**src/ddcwd_pkg.sv**
```systemverilog
package ddcwd_pkg;

  // pin and word widths
  localparam int SAMPLE_W = 10;
  localparam int GAIN_W = 4;
  localparam int PAIR_W = 2 * SAMPLE_W;
  localparam int FIFO_DEPTH = 16;
  localparam int ADDR_W = 5;
  localparam int DATA_W = 32;
  localparam int CNT_W = 16;

  // control word positions on the channel A pins
  localparam int PIN_SHUTDOWN = 9;
  localparam int PIN_CONV_ON = 8;
  localparam int PIN_FILT2 = 7;
  localparam int PIN_FILT1 = 6;
  localparam int PIN_GAIN_HI = 5;
  localparam int PIN_GAIN_LO = 2;

  // register byte offsets
  localparam logic [ADDR_W-1:0] REG_CTRL = 5'h00;
  localparam logic [ADDR_W-1:0] REG_STATUS = 5'h04;
  localparam logic [ADDR_W-1:0] REG_SAMPLE = 5'h08;
  localparam logic [ADDR_W-1:0] REG_CWCOUNT = 5'h0C;

  // control register fields and reset values
  localparam int CTRL_CAP_EN = 0;
  localparam int CTRL_OVF_CLR = 1;
  localparam logic CTRL_CAP_EN_RESET = 1'b1;
  localparam logic [SAMPLE_W-1:0] CTRL_WORD_RESET = 10'h000;

  // status and sample register fields
  localparam int ST_WORD_LO = 0;
  localparam int ST_PWR_LO = 10;
  localparam int ST_INTERP_LO = 12;
  localparam int ST_GAIN_LO = 14;
  localparam int ST_OVF = 18;
  localparam int ST_COUNT_LO = 19;
  localparam int SAMPLE_VALID = 31;

  typedef enum logic [1:0] {PWR_DOWN, PWR_STANDBY, PWR_ACTIVE} ddcwd_pwr_e;
  typedef enum logic [1:0] {INTERP_1X, INTERP_2X, INTERP_4X} ddcwd_interp_e;

  function automatic ddcwd_pwr_e ddcwd_power(input logic [SAMPLE_W-1:0] ctrl_word);
    if (ctrl_word[PIN_SHUTDOWN]) begin
      return PWR_DOWN;
    end else if (ctrl_word[PIN_CONV_ON]) begin
      return PWR_ACTIVE;
    end
    return PWR_STANDBY;
  endfunction : ddcwd_power

  function automatic ddcwd_interp_e ddcwd_interp(input logic [SAMPLE_W-1:0] ctrl_word);
    if (ctrl_word[PIN_FILT2]) begin
      return INTERP_4X;
    end else if (ctrl_word[PIN_FILT1]) begin
      return INTERP_2X;
    end
    return INTERP_1X;
  endfunction : ddcwd_interp

endpackage : ddcwd_pkg

```
**src/ddcwd_top.sv**
```systemverilog
`timescale 1ns/10ps
module ddcwd_top (
  // clock and reset
  input wire logic ref_clk,
  input wire logic reset,
  // converter data pins
  input wire logic [ddcwd_pkg::SAMPLE_W-1:0] chan_a_sample_pins,
  input wire logic [ddcwd_pkg::SAMPLE_W-1:0] chan_b_sample_pins,
  input wire logic ctrl_write_strobe_n,
  input wire logic interleave_select,
  // decoded control state
  output logic full_shutdown_bit,
  output logic converter_on_bit,
  output logic first_filter_on_bit,
  output logic second_filter_on_bit,
  output logic [1:0] pwr_state,
  output logic [1:0] interp_sel,
  output logic [ddcwd_pkg::GAIN_W-1:0] gain_trim,
  // avalon-mm slave
  input wire logic [ddcwd_pkg::ADDR_W-1:0] address,
  input wire logic read,
  input wire logic write,
  input wire logic [ddcwd_pkg::DATA_W-1:0] writedata,
  output logic [ddcwd_pkg::DATA_W-1:0] readdata,
  output logic waitrequest
);

  localparam int SW = ddcwd_pkg::SAMPLE_W;
  localparam int FIFO_CNT_W = $clog2(ddcwd_pkg::FIFO_DEPTH) + 1;

  // control word path
  logic strobe_prev_q, strobe_prev_d;
  logic [SW-1:0] ctrl_word_q, ctrl_word_d;
  logic [ddcwd_pkg::CNT_W-1:0] word_count_q, word_count_d;
  logic strobe_fall;

  // the strobe is seen at rising edges only, so a write must stay low across one edge
  assign strobe_fall = strobe_prev_q & ~ctrl_write_strobe_n;

  always_comb begin
    strobe_prev_d = ctrl_write_strobe_n;
    ctrl_word_d = ctrl_word_q;
    word_count_d = word_count_q;
    if (strobe_fall) begin
      ctrl_word_d = chan_a_sample_pins;
      word_count_d = word_count_q + 1'b1;
    end
  end

  // strobe history resets high so a strobe held low across reset is taken as a write at the first edge
  always_ff @(posedge ref_clk or posedge reset) begin
    if (reset) begin
      strobe_prev_q <= 1'b1;
      ctrl_word_q <= ddcwd_pkg::CTRL_WORD_RESET;
      word_count_q <= '0;
    end else begin
      strobe_prev_q <= strobe_prev_d;
      ctrl_word_q <= ctrl_word_d;
      word_count_q <= word_count_d;
    end
  end

  // pin decode of the latched word
  assign full_shutdown_bit = ctrl_word_q[ddcwd_pkg::PIN_SHUTDOWN];
  assign converter_on_bit = ctrl_word_q[ddcwd_pkg::PIN_CONV_ON];
  assign first_filter_on_bit = ctrl_word_q[ddcwd_pkg::PIN_FILT1];
  assign second_filter_on_bit = ctrl_word_q[ddcwd_pkg::PIN_FILT2];
  // shutdown overrides the enable bit
  assign pwr_state = ddcwd_pkg::ddcwd_power(ctrl_word_q);
  // second filter bit wins even when the host also sets the first one high
  assign interp_sel = ddcwd_pkg::ddcwd_interp(ctrl_word_q);
  assign gain_trim = ctrl_word_q[ddcwd_pkg::PIN_GAIN_HI:ddcwd_pkg::PIN_GAIN_LO];

  // channel B is taken on the falling clock edge
  logic [SW-1:0] b_fall_q;

  always_ff @(negedge ref_clk or posedge reset) begin
    if (reset) begin
      b_fall_q <= '0;
    end else begin
      b_fall_q <= chan_b_sample_pins;
    end
  end

  // sample capture into the fifo
  // interleave pairs the first accepted word as A with the next one as B
  logic half_q, half_d;
  logic [SW-1:0] a_hold_q, a_hold_d;
  logic ovf_q, ovf_d;
  logic cap_en_q, cap_en_d;
  logic sample_slot, push_valid, push_ready;
  logic [ddcwd_pkg::PAIR_W-1:0] push_data;

  // samples flow only while converters run and no control write is in progress
  assign sample_slot = cap_en_q & ctrl_write_strobe_n & strobe_prev_q
    & (pwr_state == ddcwd_pkg::PWR_ACTIVE);

  always_comb begin
    half_d = half_q;
    a_hold_d = a_hold_q;
    push_valid = 1'b0;
    push_data = {b_fall_q, chan_a_sample_pins};
    if (!interleave_select) begin
      half_d = 1'b0;
      push_valid = sample_slot;
    end else if (sample_slot) begin
      half_d = ~half_q;
      if (!half_q) begin
        a_hold_d = chan_a_sample_pins;
      end else begin
        push_valid = 1'b1;
        push_data = {chan_a_sample_pins, a_hold_q};
      end
    end
  end

  // bus interface
  // one wait state: reads load at the first edge, writes land at the second
  logic ack_q, ack_d;
  logic [ddcwd_pkg::DATA_W-1:0] rdata_q, rdata_d;
  logic rd_fire, wr_fire, pop;
  logic fifo_valid;
  logic [ddcwd_pkg::PAIR_W-1:0] fifo_data;
  logic [FIFO_CNT_W-1:0] fifo_count;

  assign rd_fire = read & ~ack_q;
  assign wr_fire = write & ack_q;
  assign waitrequest = (read | write) & ~ack_q;
  assign readdata = rdata_q;
  assign pop = rd_fire & (address == ddcwd_pkg::REG_SAMPLE);

  always_comb begin
    ack_d = (read | write) & ~ack_q;
    cap_en_d = cap_en_q;
    ovf_d = ovf_q;
    rdata_d = rdata_q;
    if (wr_fire && address == ddcwd_pkg::REG_CTRL) begin
      cap_en_d = writedata[ddcwd_pkg::CTRL_CAP_EN];
      if (writedata[ddcwd_pkg::CTRL_OVF_CLR]) begin
        ovf_d = 1'b0;
      end
    end
    // a lost sample in the clearing cycle still sets the flag
    if (push_valid && !push_ready) begin
      ovf_d = 1'b1;
    end
    if (rd_fire) begin
      rdata_d = '0;
      case (address)
        ddcwd_pkg::REG_CTRL: begin
          rdata_d[ddcwd_pkg::CTRL_CAP_EN] = cap_en_q;
        end
        ddcwd_pkg::REG_STATUS: begin
          rdata_d[ddcwd_pkg::ST_WORD_LO +: SW] = ctrl_word_q;
          rdata_d[ddcwd_pkg::ST_PWR_LO +: 2] = pwr_state;
          rdata_d[ddcwd_pkg::ST_INTERP_LO +: 2] = interp_sel;
          rdata_d[ddcwd_pkg::ST_GAIN_LO +: ddcwd_pkg::GAIN_W] = gain_trim;
          rdata_d[ddcwd_pkg::ST_OVF] = ovf_q;
          rdata_d[ddcwd_pkg::ST_COUNT_LO +: FIFO_CNT_W] = fifo_count;
        end
        ddcwd_pkg::REG_SAMPLE: begin
          rdata_d[ddcwd_pkg::PAIR_W-1:0] = fifo_data;
          rdata_d[ddcwd_pkg::SAMPLE_VALID] = fifo_valid;
        end
        ddcwd_pkg::REG_CWCOUNT: begin
          rdata_d[ddcwd_pkg::CNT_W-1:0] = word_count_q;
        end
        default: begin
          rdata_d = '0;
        end
      endcase
    end
  end

  always_ff @(posedge ref_clk or posedge reset) begin
    if (reset) begin
      half_q <= 1'b0;
      a_hold_q <= '0;
      ovf_q <= 1'b0;
      cap_en_q <= ddcwd_pkg::CTRL_CAP_EN_RESET;
      ack_q <= 1'b0;
      rdata_q <= '0;
    end else begin
      half_q <= half_d;
      a_hold_q <= a_hold_d;
      ovf_q <= ovf_d;
      cap_en_q <= cap_en_d;
      ack_q <= ack_d;
      rdata_q <= rdata_d;
    end
  end

  // a pair that meets a full fifo is dropped and flagged
  ddcwd_fifo #(
    .WIDTH(ddcwd_pkg::PAIR_W),
    .DEPTH(ddcwd_pkg::FIFO_DEPTH)
  ) u_fifo (
    .ref_clk(ref_clk),
    .reset(reset),
    .in_valid(push_valid),
    .in_ready(push_ready),
    .in_data(push_data),
    .out_valid(fifo_valid),
    .out_ready(pop),
    .out_data(fifo_data),
    .count(fifo_count)
  );
endmodule : ddcwd_top

```
**src/ddcwd_fifo.sv**
```systemverilog
`timescale 1ns/10ps
module ddcwd_fifo #(
  parameter int WIDTH = 20,
  parameter int DEPTH = 16
) (
  // clock and reset
  input wire logic ref_clk,
  input wire logic reset,
  // fill side
  input wire logic in_valid,
  output logic in_ready,
  input wire logic [WIDTH-1:0] in_data,
  // drain side
  output logic out_valid,
  input wire logic out_ready,
  output logic [WIDTH-1:0] out_data,
  // fill level
  output logic [$clog2(DEPTH):0] count
);
  localparam int PW = $clog2(DEPTH);

  logic [WIDTH-1:0] mem_q [DEPTH];
  logic [WIDTH-1:0] mem_d [DEPTH];
  logic [PW-1:0] wr_q, wr_d, rd_q, rd_d;
  logic [PW:0] cnt_q, cnt_d;
  logic push, pop;

  assign in_ready = (cnt_q != (PW+1)'(DEPTH));
  assign out_valid = (cnt_q != '0);
  assign out_data = mem_q[rd_q];
  assign count = cnt_q;
  assign push = in_valid & in_ready;
  assign pop = out_valid & out_ready;

  always_comb begin
    mem_d = mem_q;
    wr_d = wr_q;
    rd_d = rd_q;
    cnt_d = cnt_q;
    if (push) begin
      mem_d[wr_q] = in_data;
      wr_d = (wr_q == PW'(DEPTH - 1)) ? '0 : wr_q + 1'b1;
    end
    if (pop) begin
      rd_d = (rd_q == PW'(DEPTH - 1)) ? '0 : rd_q + 1'b1;
    end
    if (push && !pop) begin
      cnt_d = cnt_q + 1'b1;
    end else if (pop && !push) begin
      cnt_d = cnt_q - 1'b1;
    end
  end

  always_ff @(posedge ref_clk or posedge reset) begin
    if (reset) begin
      for (int i = 0; i < DEPTH; i++) begin
        mem_q[i] <= '0;
      end
      wr_q <= '0;
      rd_q <= '0;
      cnt_q <= '0;
    end else begin
      mem_q <= mem_d;
      wr_q <= wr_d;
      rd_q <= rd_d;
      cnt_q <= cnt_d;
    end
  end
endmodule : ddcwd_fifo

```
**config.mk**
```make
export PLATFORM = sky130hd
export DESIGN_NAME = ddcwd_top
export DESIGN_NICKNAME = d
export VERILOG_FILES = /design/src/ddcwd_pkg.sv /design/src/ddcwd_top.sv /design/src/ddcwd_fifo.sv
export SDC_FILE = /design/constraint.sdc
export NUM_CORES = 1
export LEC_CHECK = 0
export BUFFER_PORTS_ARGS = -buffer_cell sky130_fd_sc_hd__buf_2
export CAP_MARGIN = 20
export CORE_MARGIN = 3
export CORE_UTILIZATION = 30
export CTS_CLUSTER_DIAMETER = 50
export DETAILED_ROUTE_END_ITERATION = 8
export GPL_TIMING_DRIVEN = 0
export PLACE_DENSITY = 0.52
export SKIP_CTS_REPAIR_TIMING = 1
export SLEW_MARGIN = 30
export SYNTH_ARGS = -nofsm -noshare
export SYNTH_HDL_FRONTEND = slang
export SYNTH_SLANG_ARGS = --single-unit
```
**constraint.sdc**
```tcl
create_clock -name ref_clk -period 15.35 [get_ports ref_clk]
set_input_delay 1.535 -clock ref_clk [delete_from_list [all_inputs] [get_ports ref_clk]]
set_output_delay 1.535 -clock ref_clk [all_outputs]
set_load 0.02 [all_outputs]
```
Word level (Yosys, flattened, before mapping). Index checks and enable logic that the tools add are counted.

Bits in registers: 409. Bits of input ports: 63. Output and inout bits: 45. Logic and storage cells: 112.

$add $sub $neg: 5. Order comparisons: 3. Equality and inequality tests: 8. Muxes and demuxes: 36. Bitwise logic cells: 16. Reductions and logical operators: 15.

Operators with widths (number): 320-bit bitwise mux (1); 20-bit two-way mux (6); 20-bit binary-select mux with 4-bit select (1); 20-bit demux with 4-bit select (1); 15-bit one-hot mux with 3 select lines (1); 16-bit by 1-bit adder with 16-bit output, second input constant (1); 1-bit two-way mux (13); 2-bit two-way mux (6); 4-bit two-way mux (3); 1-bit AND (10); 5-bit by 4-bit equality test with 1-bit output, second input constant (2); 5-bit greater-or-equal comparator, second input constant (2); 5-bit two-way mux (2); 4-bit NOT with 5-bit output (2); 4-bit by 1-bit adder with 4-bit output, second input constant (2); 4-bit equality test, second input constant (2); 4-bit one-hot mux with 2 select lines (1); 2-bit nonzero test (3); 5-bit by 1-bit adder with 5-bit output, second input constant (1); 5-bit by 3-bit equality test with 1-bit output, second input constant (1); 1-bit logical AND (5); 5-bit zero test (1); 5-bit by 1-bit less-than comparator with 1-bit output, second input constant (1); 5-bit != test, second input constant (1); 10 further kinds (14).

Longest topological paths before layout. Gate-level depths: netlist of the first run.

Word-level depth: 12. Depth in mapped cells: 11. Depth with buffers taken out: 10.

By module. A second synthesis of the first run with hierarchy kept.

Cell total of the unflattened synthesis: 1263. Area, all modules: 19483.7 um^2.

By module, submodules not included: ddcwd_fifo (instances 1, cells an instance 964, area an instance 15867.7 um^2, sequential area each 8333.0 um^2); ddcwd_top (instances 1, cells an instance 299, area an instance 3616.0 um^2, sequential area each 1904.3 um^2).

==> impl_metrics.yaml, run 1 <==
sta:
  tightest_slew_ns: 0.9465
  drv_slew: 0
  fin_tns_setup_ns: 0
  slew_headroom_pct: 36.90
  hold_violations: 0
  rsz0062_at_grt: "no"
  finalClockSkew_ns: 0.01366
  report.final.setup_viol: 0
setup_path:
  worst_setup_path_end_kind: "asynchronous set/reset pin"
  cp_num_buf_inv: 7
  worstSetupStartpoint: "reset"
  reg2reg_from: "b_fall_q[5]"
  critical_path.max_stage_delay_ns: 0.39
  path_depth: 7
  critPathMostFrequentCell: "buf_12"
  reg2regPathDepth: 3
  cp-start-kind: "input pin"
  worstPathMaxFanout: 28
  required_ns: 8.53
  path_class: "in2async"
  cp_top_family: "buffers and inverters"
  cp.arrival_ns: 3.17
  slowest_stage: "clkinvlp_4"
  cp_cell_sequence: "buf_2, clkinvlp_4, buf_12, buf_12, buf_12, buf_16, buf_16"
clock_network:
  clk_pin_slew_ns: 0.06
  htree_num_levels: 2
  root_buffer: "clkbuf_16"
  clk_path_buf_depth: 3
  cts_tree: "built"
  cts-buffers-inserted: 47
  clkLatencyLatePin_ns: 0.57
  clock_sinks: 409
power:
  total_power_mw: 2.612
  vdd_drop_max_mv: 0.07764
  p_per_area_nw_per_um2: 112.1
  p_leak_nw: 10.65
global_routing:
  grt_overflow: 0
  met2_usage_pct: 24.90
  track_usage_pct: 15.76
  use_met3_pct: 2.785
  top_usage_layer: "met2"
  grt_pass1_wl_um: 82700
  grt_use_met1_pct: 22.44
  grt_pass1_vias: 12202
  grt_max_degree: 31
  grt_antenna_before_repair: 5
placed_design:
  place_congestion: 0.8008
  dpl.hpwl_um: 37790
  placed_cells: 2209
  io_buffers: 70
synthesis:
  yosysTopAreaCell: "dfrtp_1"
  synth.most_common_cell: "dfrtp_1"
  yosys.area.top_type_share_pct: 50.04
  syn-cell-area_um2: 19850
  synth_common_cells: "dfrtp_1, mux2_4, mux2_2, mux4_2, mux2_1"
  syn_avg_cell_area_um2: 15.73
  synth_area_leaders: "dfrtp_1, mux2_4, mux4_2, mux2_2, mux2_1"
  ys_dominant_reg_cell: "dfrtp_1"
  synth_seq_cells: 409
  ys_warn_count: 0
  ys_types: 63
  postSynthCellCount: 1262
  async_flop_share_pct: 100.0
  yosysSeqAreaShare_pct: 51.57
  synth-edff-count: 0
final_layout:
  layout.cells.non_filler: 2294
  syn2layout_area_growth_pct: 17.34
  finalNetCount: 1477
  diodes: 0
  drive_above_1_share_pct: 46.35
die:
  initial_utilization_pct: 30.57
  die_area_um2: 69300
  coreArea_um2: 64930
  placementRows: 93
  io_pins: 108
  die-width_um: 263.2
  die_h_um: 263.2
routing:
  drcViolationCount: 0
  first_iter_violations: 697
  dr_total_vias: 11231
  wl_per_cell_um: 23.54
  ant_nets: 0
  wl_um: 53990
  dr.pass1.iters: 5
  viasPerCell: 4.896
hold_path:
  whs_path_depth: 2
  min_path_type: "reg2reg"
  min_from: "readdata[22]"
flow_run:
  maxCapViolCount: 0
outcome:
  status: "complete, no violations"
==> tightest hold or removal path: cells and delay by family, from the launching register on <==
| family | cells | cell delay (ns) |
|---|---|---|
| flops | 1 | 0.33 |
| compound gates | 1 | 0.06 |
| simple gates | 1 | 0.04 |
==> layout by cell type, fill, tap and decap left out, types with 23 or more instances in the layout <==
cell       netlist  routed
dfrtp_1        397     397
mux2_4         220     220
buf_2           37     107
mux2_2          99      99
mux4_2          80      80
mux2_1          60      60
clkbuf_16        0      51
nand2_1         49      49
clkbuf_1        19      32
mux2i_1         29      29
buf_6           25      25
buf_4           23      23
==> stage by stage <==
stage                     util, %  setup WS [ns]  hold WS (ns)  instance area [um2]
after global placement      32.80         -1.798        0.4630                21300
after global routing        35.88          5.172        0.4919                23290
final                       35.88          5.359        0.4723                23290
after detailed placement    33.34          4.726        0.4675                21650
after floorplan                 -         0.8178        0.4459                19880
after CTS                   35.88          5.312        0.4806                23290
==> registers in the layout, summed over array words and instances, names as in the netlist <==
register       flops
strobe_prev_q      1
u_fifo.wr_q        4
readdata          25
word_count_q      16
half_q             1
a_hold_q          10
b_fall_q          10
ovf_q              1
ctrl_word_q       10
ack_q              1
cap_en_q           1
u_fifo.mem_q     320
u_fifo.count       5
u_fifo.rd_q        4
==> layer usage <==
| metal | vias to the layer above | part of all wire (%) |
|---|---|---|
| met1 | 6050 | 47 |
| met2 | 194 | 47 |
| met5 | - | 0.024 |
| li1 | 4920 | - |
| met4 | 2 | 2.1 |
| met3 | 65 | 4.4 |
==> final timing paths <==
kind                                     end  slack [ns]
min in group asynchronous   u_fifo.mem_q[85]        1.04
hold / removal                  readdata[22]        0.47
setup reg to reg           u_fifo.mem_q[255]        6.33
hold reg to reg                 readdata[22]        0.47
setup / recovery                 b_fall_q[2]        5.36
max in group ref_clk       u_fifo.mem_q[255]        6.33
==> logic make-up (layout without fill, tap and decap cells) <==
logic type	count (synthesis)	after routing	share of synthesized area (%)
muxes	488	488	36.20
DFF	409	409	51.57
and+or+nand+nor	134	134	3.901
buffers and inverters	119	290	3.864
AOI/OAI and AO/OA	78	78	2.748
xor gates and xnor gates	22	22	0.9707
adders and majority gates	11	11	0.7311
other	1	7	0.01889
==> power breakdown <==
group          leakage [nW]  switching [mW]  internal [mW]
Clock                 0.809           0.455          0.730
Combinational          4.22           0.163          0.112
Sequential             5.62          0.0386           1.11
Total                  10.6           0.657           1.96
==> layout make-up <==
| type | instances | area, um2 |
|---|---|---|
| Tap cell | 855 | 1070 |
| Clock buffer | 76 | 1490 |
| Buffer | 110 | 733.2 |
| Timing Repair Buffer | 86 | 700.7 |
| Multi-Input combinational cell | 740 | 8870 |
| Clock inverter | 9 | 155.1 |
| Inverter | 9 | 37.54 |
| Fill cell | 6207 | 41640 |
| Sequential cell | 409 | 10240 |
Power figures use the tool's default switching activity.
==> inputs of run 2 (changes only) <==
--- a/config.mk
+++ b/config.mk
@@ -12,7 +12,7 @@
 export CTS_CLUSTER_DIAMETER = 50
 export DETAILED_ROUTE_END_ITERATION = 8
 export GPL_TIMING_DRIVEN = 0
-export PLACE_DENSITY = 0.52
+export PLACE_DENSITY = 0.54
 export SKIP_CTS_REPAIR_TIMING = 1
 export SLEW_MARGIN = 30
 export SYNTH_ARGS = -nofsm -noshare
==> constraint.sdc (replaced) <==
create_clock -name ref_clk -period 9.15 [get_ports ref_clk]
set_input_delay 0.915 -clock ref_clk [delete_from_list [all_inputs] [get_ports ref_clk]]
set_output_delay 0.915 -clock ref_clk [all_outputs]
set_load 0.02 [all_outputs]
==> run 2 against run 1 <==
  * Sequential power is 68% higher
  * Hold slack worse by 0.053 ns
  * Register-to-register slack worse by 3.1 ns
  * Final area is 0.17% lower
  * Non-clock buffer count is 1 higher
  * Critical path depth stayed put
  * Routed wire length is 0.79% higher
  * Core utilization is 0.062 points lower
  * Count of clock-buffer cells in the layout is 2 lower
  * Critical endpoint unchanged
  * Highest routed layer unchanged
==> impl_metrics.yaml, run 2 (same netlist as run 1, synthesis figures left out) <==
power:
  p_leak_nw: 10.62
  vdd_drop_max_mv: 0.1150
  total_power_mw: 4.318
  p_per_area_nw_per_um2: 185.7
final_layout:
  layout.cells.non_filler: 2296
  regMostFlops: "u_fifo.mem_q"
  diodes: 0
  fin_area_um2: 23250
  num-fill-cells: 6216
  largest_reg_flops: 320
  drive_above_1_share_pct: 46.15
  final_util_pct: 35.81
  syn2layout_area_growth_pct: 17.14
  finalNetCount: 1477
  multiInputGateArea_um2: 8870
  final_cell_mix: "dfrtp_1, mux2_4, buf_2"
  final_common_cell: "dfrtp_1"
  ff_latch_area_um2: 10240
global_routing:
  grt_pass1_vias: 12185
  track_usage_pct: 15.74
  grt_pass1_wl_um: 82250
  grt_max_degree: 30
  grt_overflow: 0
  grt_antenna_before_repair: 1
clock_network:
  clkLatencyLatePin_ns: 0.58
  htree_num_levels: 2
  clk_pin_slew_ns: 0.07
  clock_sinks: 409
  cts_tree: "built"
  clk_path_buf_depth: 3
  cts-buffers-inserted: 46
  root_buffer: "clkbuf_16"
placed_design:
  dpl_cell_area_um2: 21680
  place_ws_ns: 2.254
  io_buffers: 70
  dpl.hpwl_um: 37620
  place_congestion: 0.8187
  placed_cells: 2210
routing:
  viasPerCell: 4.941
  ant_nets: 0
  first_iter_violations: 650
  wl_um: 54420
  dr_total_vias: 11344
  drcViolationCount: 0
  wl_per_cell_um: 23.70
  dr.pass1.iters: 5
die:
  io_pins: 108
  die-width_um: 263.2
  coreArea_um2: 64930
  placementRows: 93
  die_h_um: 263.2
  die_area_um2: 69300
  initial_utilization_pct: 30.57
sta:
  finalClockSkew_ns: 0.02693
  layout_setup_ws_ns: 2.905
  tightest_slew_ns: 1.019
  drv_slew: 0
  holdWs_ns: 0.4190
  hold_violations: 0
  slew_headroom_pct: 32.05
  report.final.setup_viol: 0
  rsz0062_at_grt: "no"
  fin_tns_setup_ns: 0
setup_path:
  worstPathMaxFanout: 27
  r2r_end: "u_fifo.mem_q[98]"
  cp-start-kind: "input pin"
  worst_setup_path_end_kind: "asynchronous set/reset pin"
  reg2reg_from: "b_fall_q[8]"
  reg2regPathDepth: 3
  path_class: "in2async"
  slowest_stage: "clkinvlp_4"
  cp_cell_sequence: "buf_2, clkinvlp_4, buf_16, buf_12, buf_12, buf_16, buf_16"
  critical_path.max_stage_delay_ns: 0.39
  r2r_slack_ns: 3.28
  critPathMostFrequentCell: "buf_16"
  required_ns: 5.44
  cp.arrival_ns: 2.53
outcome:
  status: "complete, no violations"
hold_path:
  min_path_type: "in2async"
flow_run:
  maxCapViolCount: 0
-- run 2: cell count changes in the layout (fill, tap and decap cells not counted), sizes merged --
cell      previous run  this run
inv                  9        11
clkbuf              95        93
buf                177       178
clkinvlp             1         2
-- run 2: area by class of cell --
| class | count | area share, % |
|---|---|---|
| Clock inverter | 12 | 0.7694 |
| Buffer | 110 | 3.158 |
| Multi-Input combinational cell | 740 | 38.14 |
| Timing Repair Buffer | 87 | 3.164 |
| Clock buffer | 74 | 5.978 |
| Inverter | 9 | 0.1614 |
| Tap cell | 855 | 4.600 |
| Sequential cell | 409 | 44.02 |
-- run 2: worst max-delay path, delay by kind of cell --
family | cells | cell delay (ns)
buffers and inverters | 7 | 1.54
-- run 2: per-layer routing --
layer,GRT usage [%],share of wire (%)
met1,22.84,48
met2,23.77,45
met3,3.037,4.3
met4,4.813,2.8
met5,0,0.024
-- run 2: report_power, final --
group | leakage (nW) | internal (mW) | switching (mW)
clock | 0.764 | 1.16 | 0.766
combinational | 4.24 | 0.190 | 0.273
sequential | 5.62 | 1.87 | 0.0644
-- run 2: how the worst max path moves through the flow --
stage,from,endpoint
final,reset,b_fall_q[2]
after global routing,reset,b_fall_q[2]
after CTS,reset,b_fall_q[2]
after detailed placement,reset,b_fall_q[2]
after global placement,reset,b_fall_q[2]
after floorplan,reset,b_fall_q[0]
==> inputs of run 3 (changes only) <==
--- a/config.mk
+++ b/config.mk
@@ -5,6 +5,7 @@
 export SDC_FILE = /design/constraint.sdc
 export NUM_CORES = 1
 export LEC_CHECK = 0
+export ABC_AREA = 1
 export BUFFER_PORTS_ARGS = -buffer_cell sky130_fd_sc_hd__buf_2
 export CAP_MARGIN = 20
 export CORE_MARGIN = 3
@@ -12,7 +13,7 @@
 export CTS_CLUSTER_DIAMETER = 50
 export DETAILED_ROUTE_END_ITERATION = 8
 export GPL_TIMING_DRIVEN = 0
-export PLACE_DENSITY = 0.54
+export PLACE_DENSITY = 0.53
 export SKIP_CTS_REPAIR_TIMING = 1
 export SLEW_MARGIN = 30
 export SYNTH_ARGS = -nofsm -noshare
==> constraint.sdc (replaced) <==
create_clock -name ref_clk -period 5.1 [get_ports ref_clk]
set_input_delay 0.51 -clock ref_clk [delete_from_list [all_inputs] [get_ports ref_clk]]
set_output_delay 0.51 -clock ref_clk [all_outputs]
set_load 0.02 [all_outputs]
==> run 3 against run 2 <==
  * Critical path depth up 1
  * Synthesized area up 4.6%
  * Combinational power rose to 4.9 times the previous value
  * Sequential share of layout area down 2.3 points
  * Hold slack worse by 0.39 ns
  * Final area up 5.4%
  * Cell count up 76%
  * Worst setup slack worse by 2.0 ns
  * Clock skew up 0.0043 ns
  * Count of clock-buffer cells in the layout down 1
  * Synthesized cell count up 130%
  * Global-route usage up 4.9 points
  * Largest cell class unchanged
  * Largest power group is now the clock network
==> impl_metrics.yaml, run 3 <==
outcome:
  status: "complete, no violations"
setup_path:
  worstPathMaxFanout: 26
  slowest_stage: "dlygate4sd3_1"
  r2r_end: "u_fifo.mem_q[319]"
  cp_cell_sequence: "dlygate4sd3_1, buf_2, clkinvlp_4, buf_16, buf_12, buf_12, buf_12, buf_16"
  critPathMostFrequentCell: "buf_12"
  reg2regPathDepth: 5
  reg2reg_from: "b_fall_q[9]"
  cp.arrival_ns: 2.48
  r2r_slack_ns: 1.43
  required_ns: 3.42
  critical_path.max_stage_delay_ns: 0.53
  path_class: "in2async"
  worst_setup_path_end_kind: "asynchronous set/reset pin"
  cp-start-kind: "input pin"
final_layout:
  final_cell_mix: "nand2_1, dfrtp_1, inv_1"
  final_common_cell: "nand2_1"
  multiInputGateArea_um2: 8498
  regMostFlops: "u_fifo.mem_q"
  final_util_pct: 36.11
  ff_latch_area_um2: 10240
  syn2layout_area_growth_pct: 18.10
  layout.cells.non_filler: 4035
  diodes: 0
  fin_area_um2: 24510
  num-fill-cells: 7350
  finalNetCount: 3147
  drive_above_1_share_pct: 9.923
  largest_reg_flops: 320
clock_network:
  root_buffer: "clkbuf_16"
  htree_num_levels: 2
  clock_sinks: 409
  cts_tree: "built"
  clkLatencyLatePin_ns: 0.60
  clk_pin_slew_ns: 0.06
  cts-buffers-inserted: 53
  clk_path_buf_depth: 3
synthesis:
  synth.most_common_cell: "nand2_1"
  postSynthCellCount: 2922
  ys_dominant_reg_cell: "dfrtp_1"
  yosys.area.top_type_share_pct: 47.87
  ys_types: 38
  synth_area_leaders: "dfrtp_1, nand2_1, nand3_1, inv_1, buf_2"
  synth-edff-count: 0
  syn_avg_cell_area_um2: 7.103
  yosysTopAreaCell: "dfrtp_1"
  yosysSeqAreaShare_pct: 49.32
  syn-cell-area_um2: 20750
  synth_seq_cells: 409
  ys_warn_count: 0
  synth_common_cells: "nand2_1, dfrtp_1, inv_1, nand3_1, buf_2"
  async_flop_share_pct: 100.0
power:
  power_frac_seq_pct: 36.3
  p_int_mw: 6.245
  p_per_area_nw_per_um2: 390.9
  p_leak_nw: 13.23
  clockPowerShare_pct: 40.0
  swShare_pct: 34.81
  vdd_drop_max_mv: 0.2533
  p_sw_mw: 3.335
  combPwrFrac_pct: 23.7
hold_path:
  min_path_type: "in2reg"
  hold_path_end: "strobe_prev_q"
  min_from: "ctrl_write_strobe_n"
  whs_path_depth: 1
placed_design:
  dpl_cell_area_um2: 22700
  dpl.hpwl_um: 53800
  placed_cells: 3937
  place_congestion: 0.9473
  io_buffers: 70
sta:
  tightest_slew_ns: 1.085
  hold_violations: 0
  report.final.setup_viol: 0
  rsz0062_at_grt: "no"
  slew_headroom_pct: 27.69
  finalClockSkew_ns: 0.03125
  drv_slew: 0
  fin_tns_setup_ns: 0
  holdWs_ns: 0.02779
routing:
  dr.pass1.iters: 6
  ant_nets: 0
  viasPerCell: 4.615
  dr_total_vias: 18623
  first_iter_violations: 1695
  wl_per_cell_um: 18.30
  wl_um: 73840
  drcViolationCount: 0
die:
  io_pins: 108
  coreArea_um2: 67870
  die-width_um: 269.0
  die_h_um: 269.0
  placementRows: 95
  initial_utilization_pct: 30.58
  die_area_um2: 72370
global_routing:
  track_usage_pct: 20.61
  grt_overflow: 0
  grt_pass1_wl_um: 112000
  grt_antenna_before_repair: 0
  grt_max_degree: 29
  grt_pass1_vias: 17871
flow_run:
  maxCapViolCount: 0
-- run 3: cell count changes in the layout (fill, tap and decap cells not counted), sizes merged, moves of 13 or more --
cell / change
nor2: +39
buf: +34
nand3: +278
o21ai: +37
mux4: -80
mux2: -379
inv: +294
nor4: -13
clkbuf: +43
mux2i: -29
nand2: +1511
-- run 3: cell type report --
| cell class | instances | share of cell area (%) |
|---|---|---|
| flip-flops and latches | 409 | 41.77 |
| multi-input cells | 2033 | 34.67 |
| clock buffers | 73 | 6.253 |
| well taps | 921 | 4.701 |
| inverters | 300 | 4.609 |
| plain buffers | 186 | 3.762 |
| repair buffers | 90 | 3.201 |
| clock inverters | 23 | 1.036 |
-- run 3: stage by stage --
step                setup WS [ns]  total power [mW]
finish                     0.9348             9.580
floorplan                  -3.282             4.742
global route               0.7644             9.971
detailed placement         0.8427             5.774
CTS                         1.428             9.635
global placement           -6.280             5.733
-- run 3: worst max-delay path by stage --
stage / slack (ns) / to / startpoint / depth (start not counted)
after global placement: -6.28 / b_fall_q[0] / reset / 2
after global routing: 0.76 / b_fall_q[0] / reset / 8
final: 0.93 / b_fall_q[0] / reset / 8
after detailed placement: 0.84 / b_fall_q[7] / reset / 7
after CTS: 1.43 / u_fifo.mem_q[295] / b_fall_q[5] / 5
after floorplan: -3.28 / b_fall_q[0] / reset / 1
-- run 3: power groups by stage --
stage	clock network, mW	registers [mW]	logic (mW)
2_1_floorplan	0	3.54	1.20
3_3_place_gp	0	3.54	2.20
3_5_place_dp	0	3.53	2.25
4_1_cts	3.91	3.47	2.25
5_1_grt	4.04	3.49	2.44
6_report	3.83	3.47	2.27
-- run 3: worst max-delay path, delay by kind of cell --
kind	cells	cell delay, ns
buf+inv	8	1.89
-- run 3: kinds of logic (layout without fill, tap and decap cells) --
group / count (synthesis) / after routing / synth area share, %
compound gates: 81 / 81 / 2.677
xor+xnor: 18 / 18 / 0.7596
fa+ha+maj: 11 / 11 / 0.6993
buf+inv: 486 / 672 / 9.838
flops: 409 / 409 / 49.32
other cells: 1 / 7 / 0.01807
simple gates: 1916 / 1916 / 36.68
-- run 3: metal layers --
metal | vias up | share of wire [%] | global-route usage [%]
li1 | 9094 | - | -
met1 | 8911 | 46 | 29.06
met2 | 501 | 46 | 32.89
met3 | 117 | 5.7 | 2.710
met4 | 0 | 3.1 | 6.670
met5 | - | 0 | 0
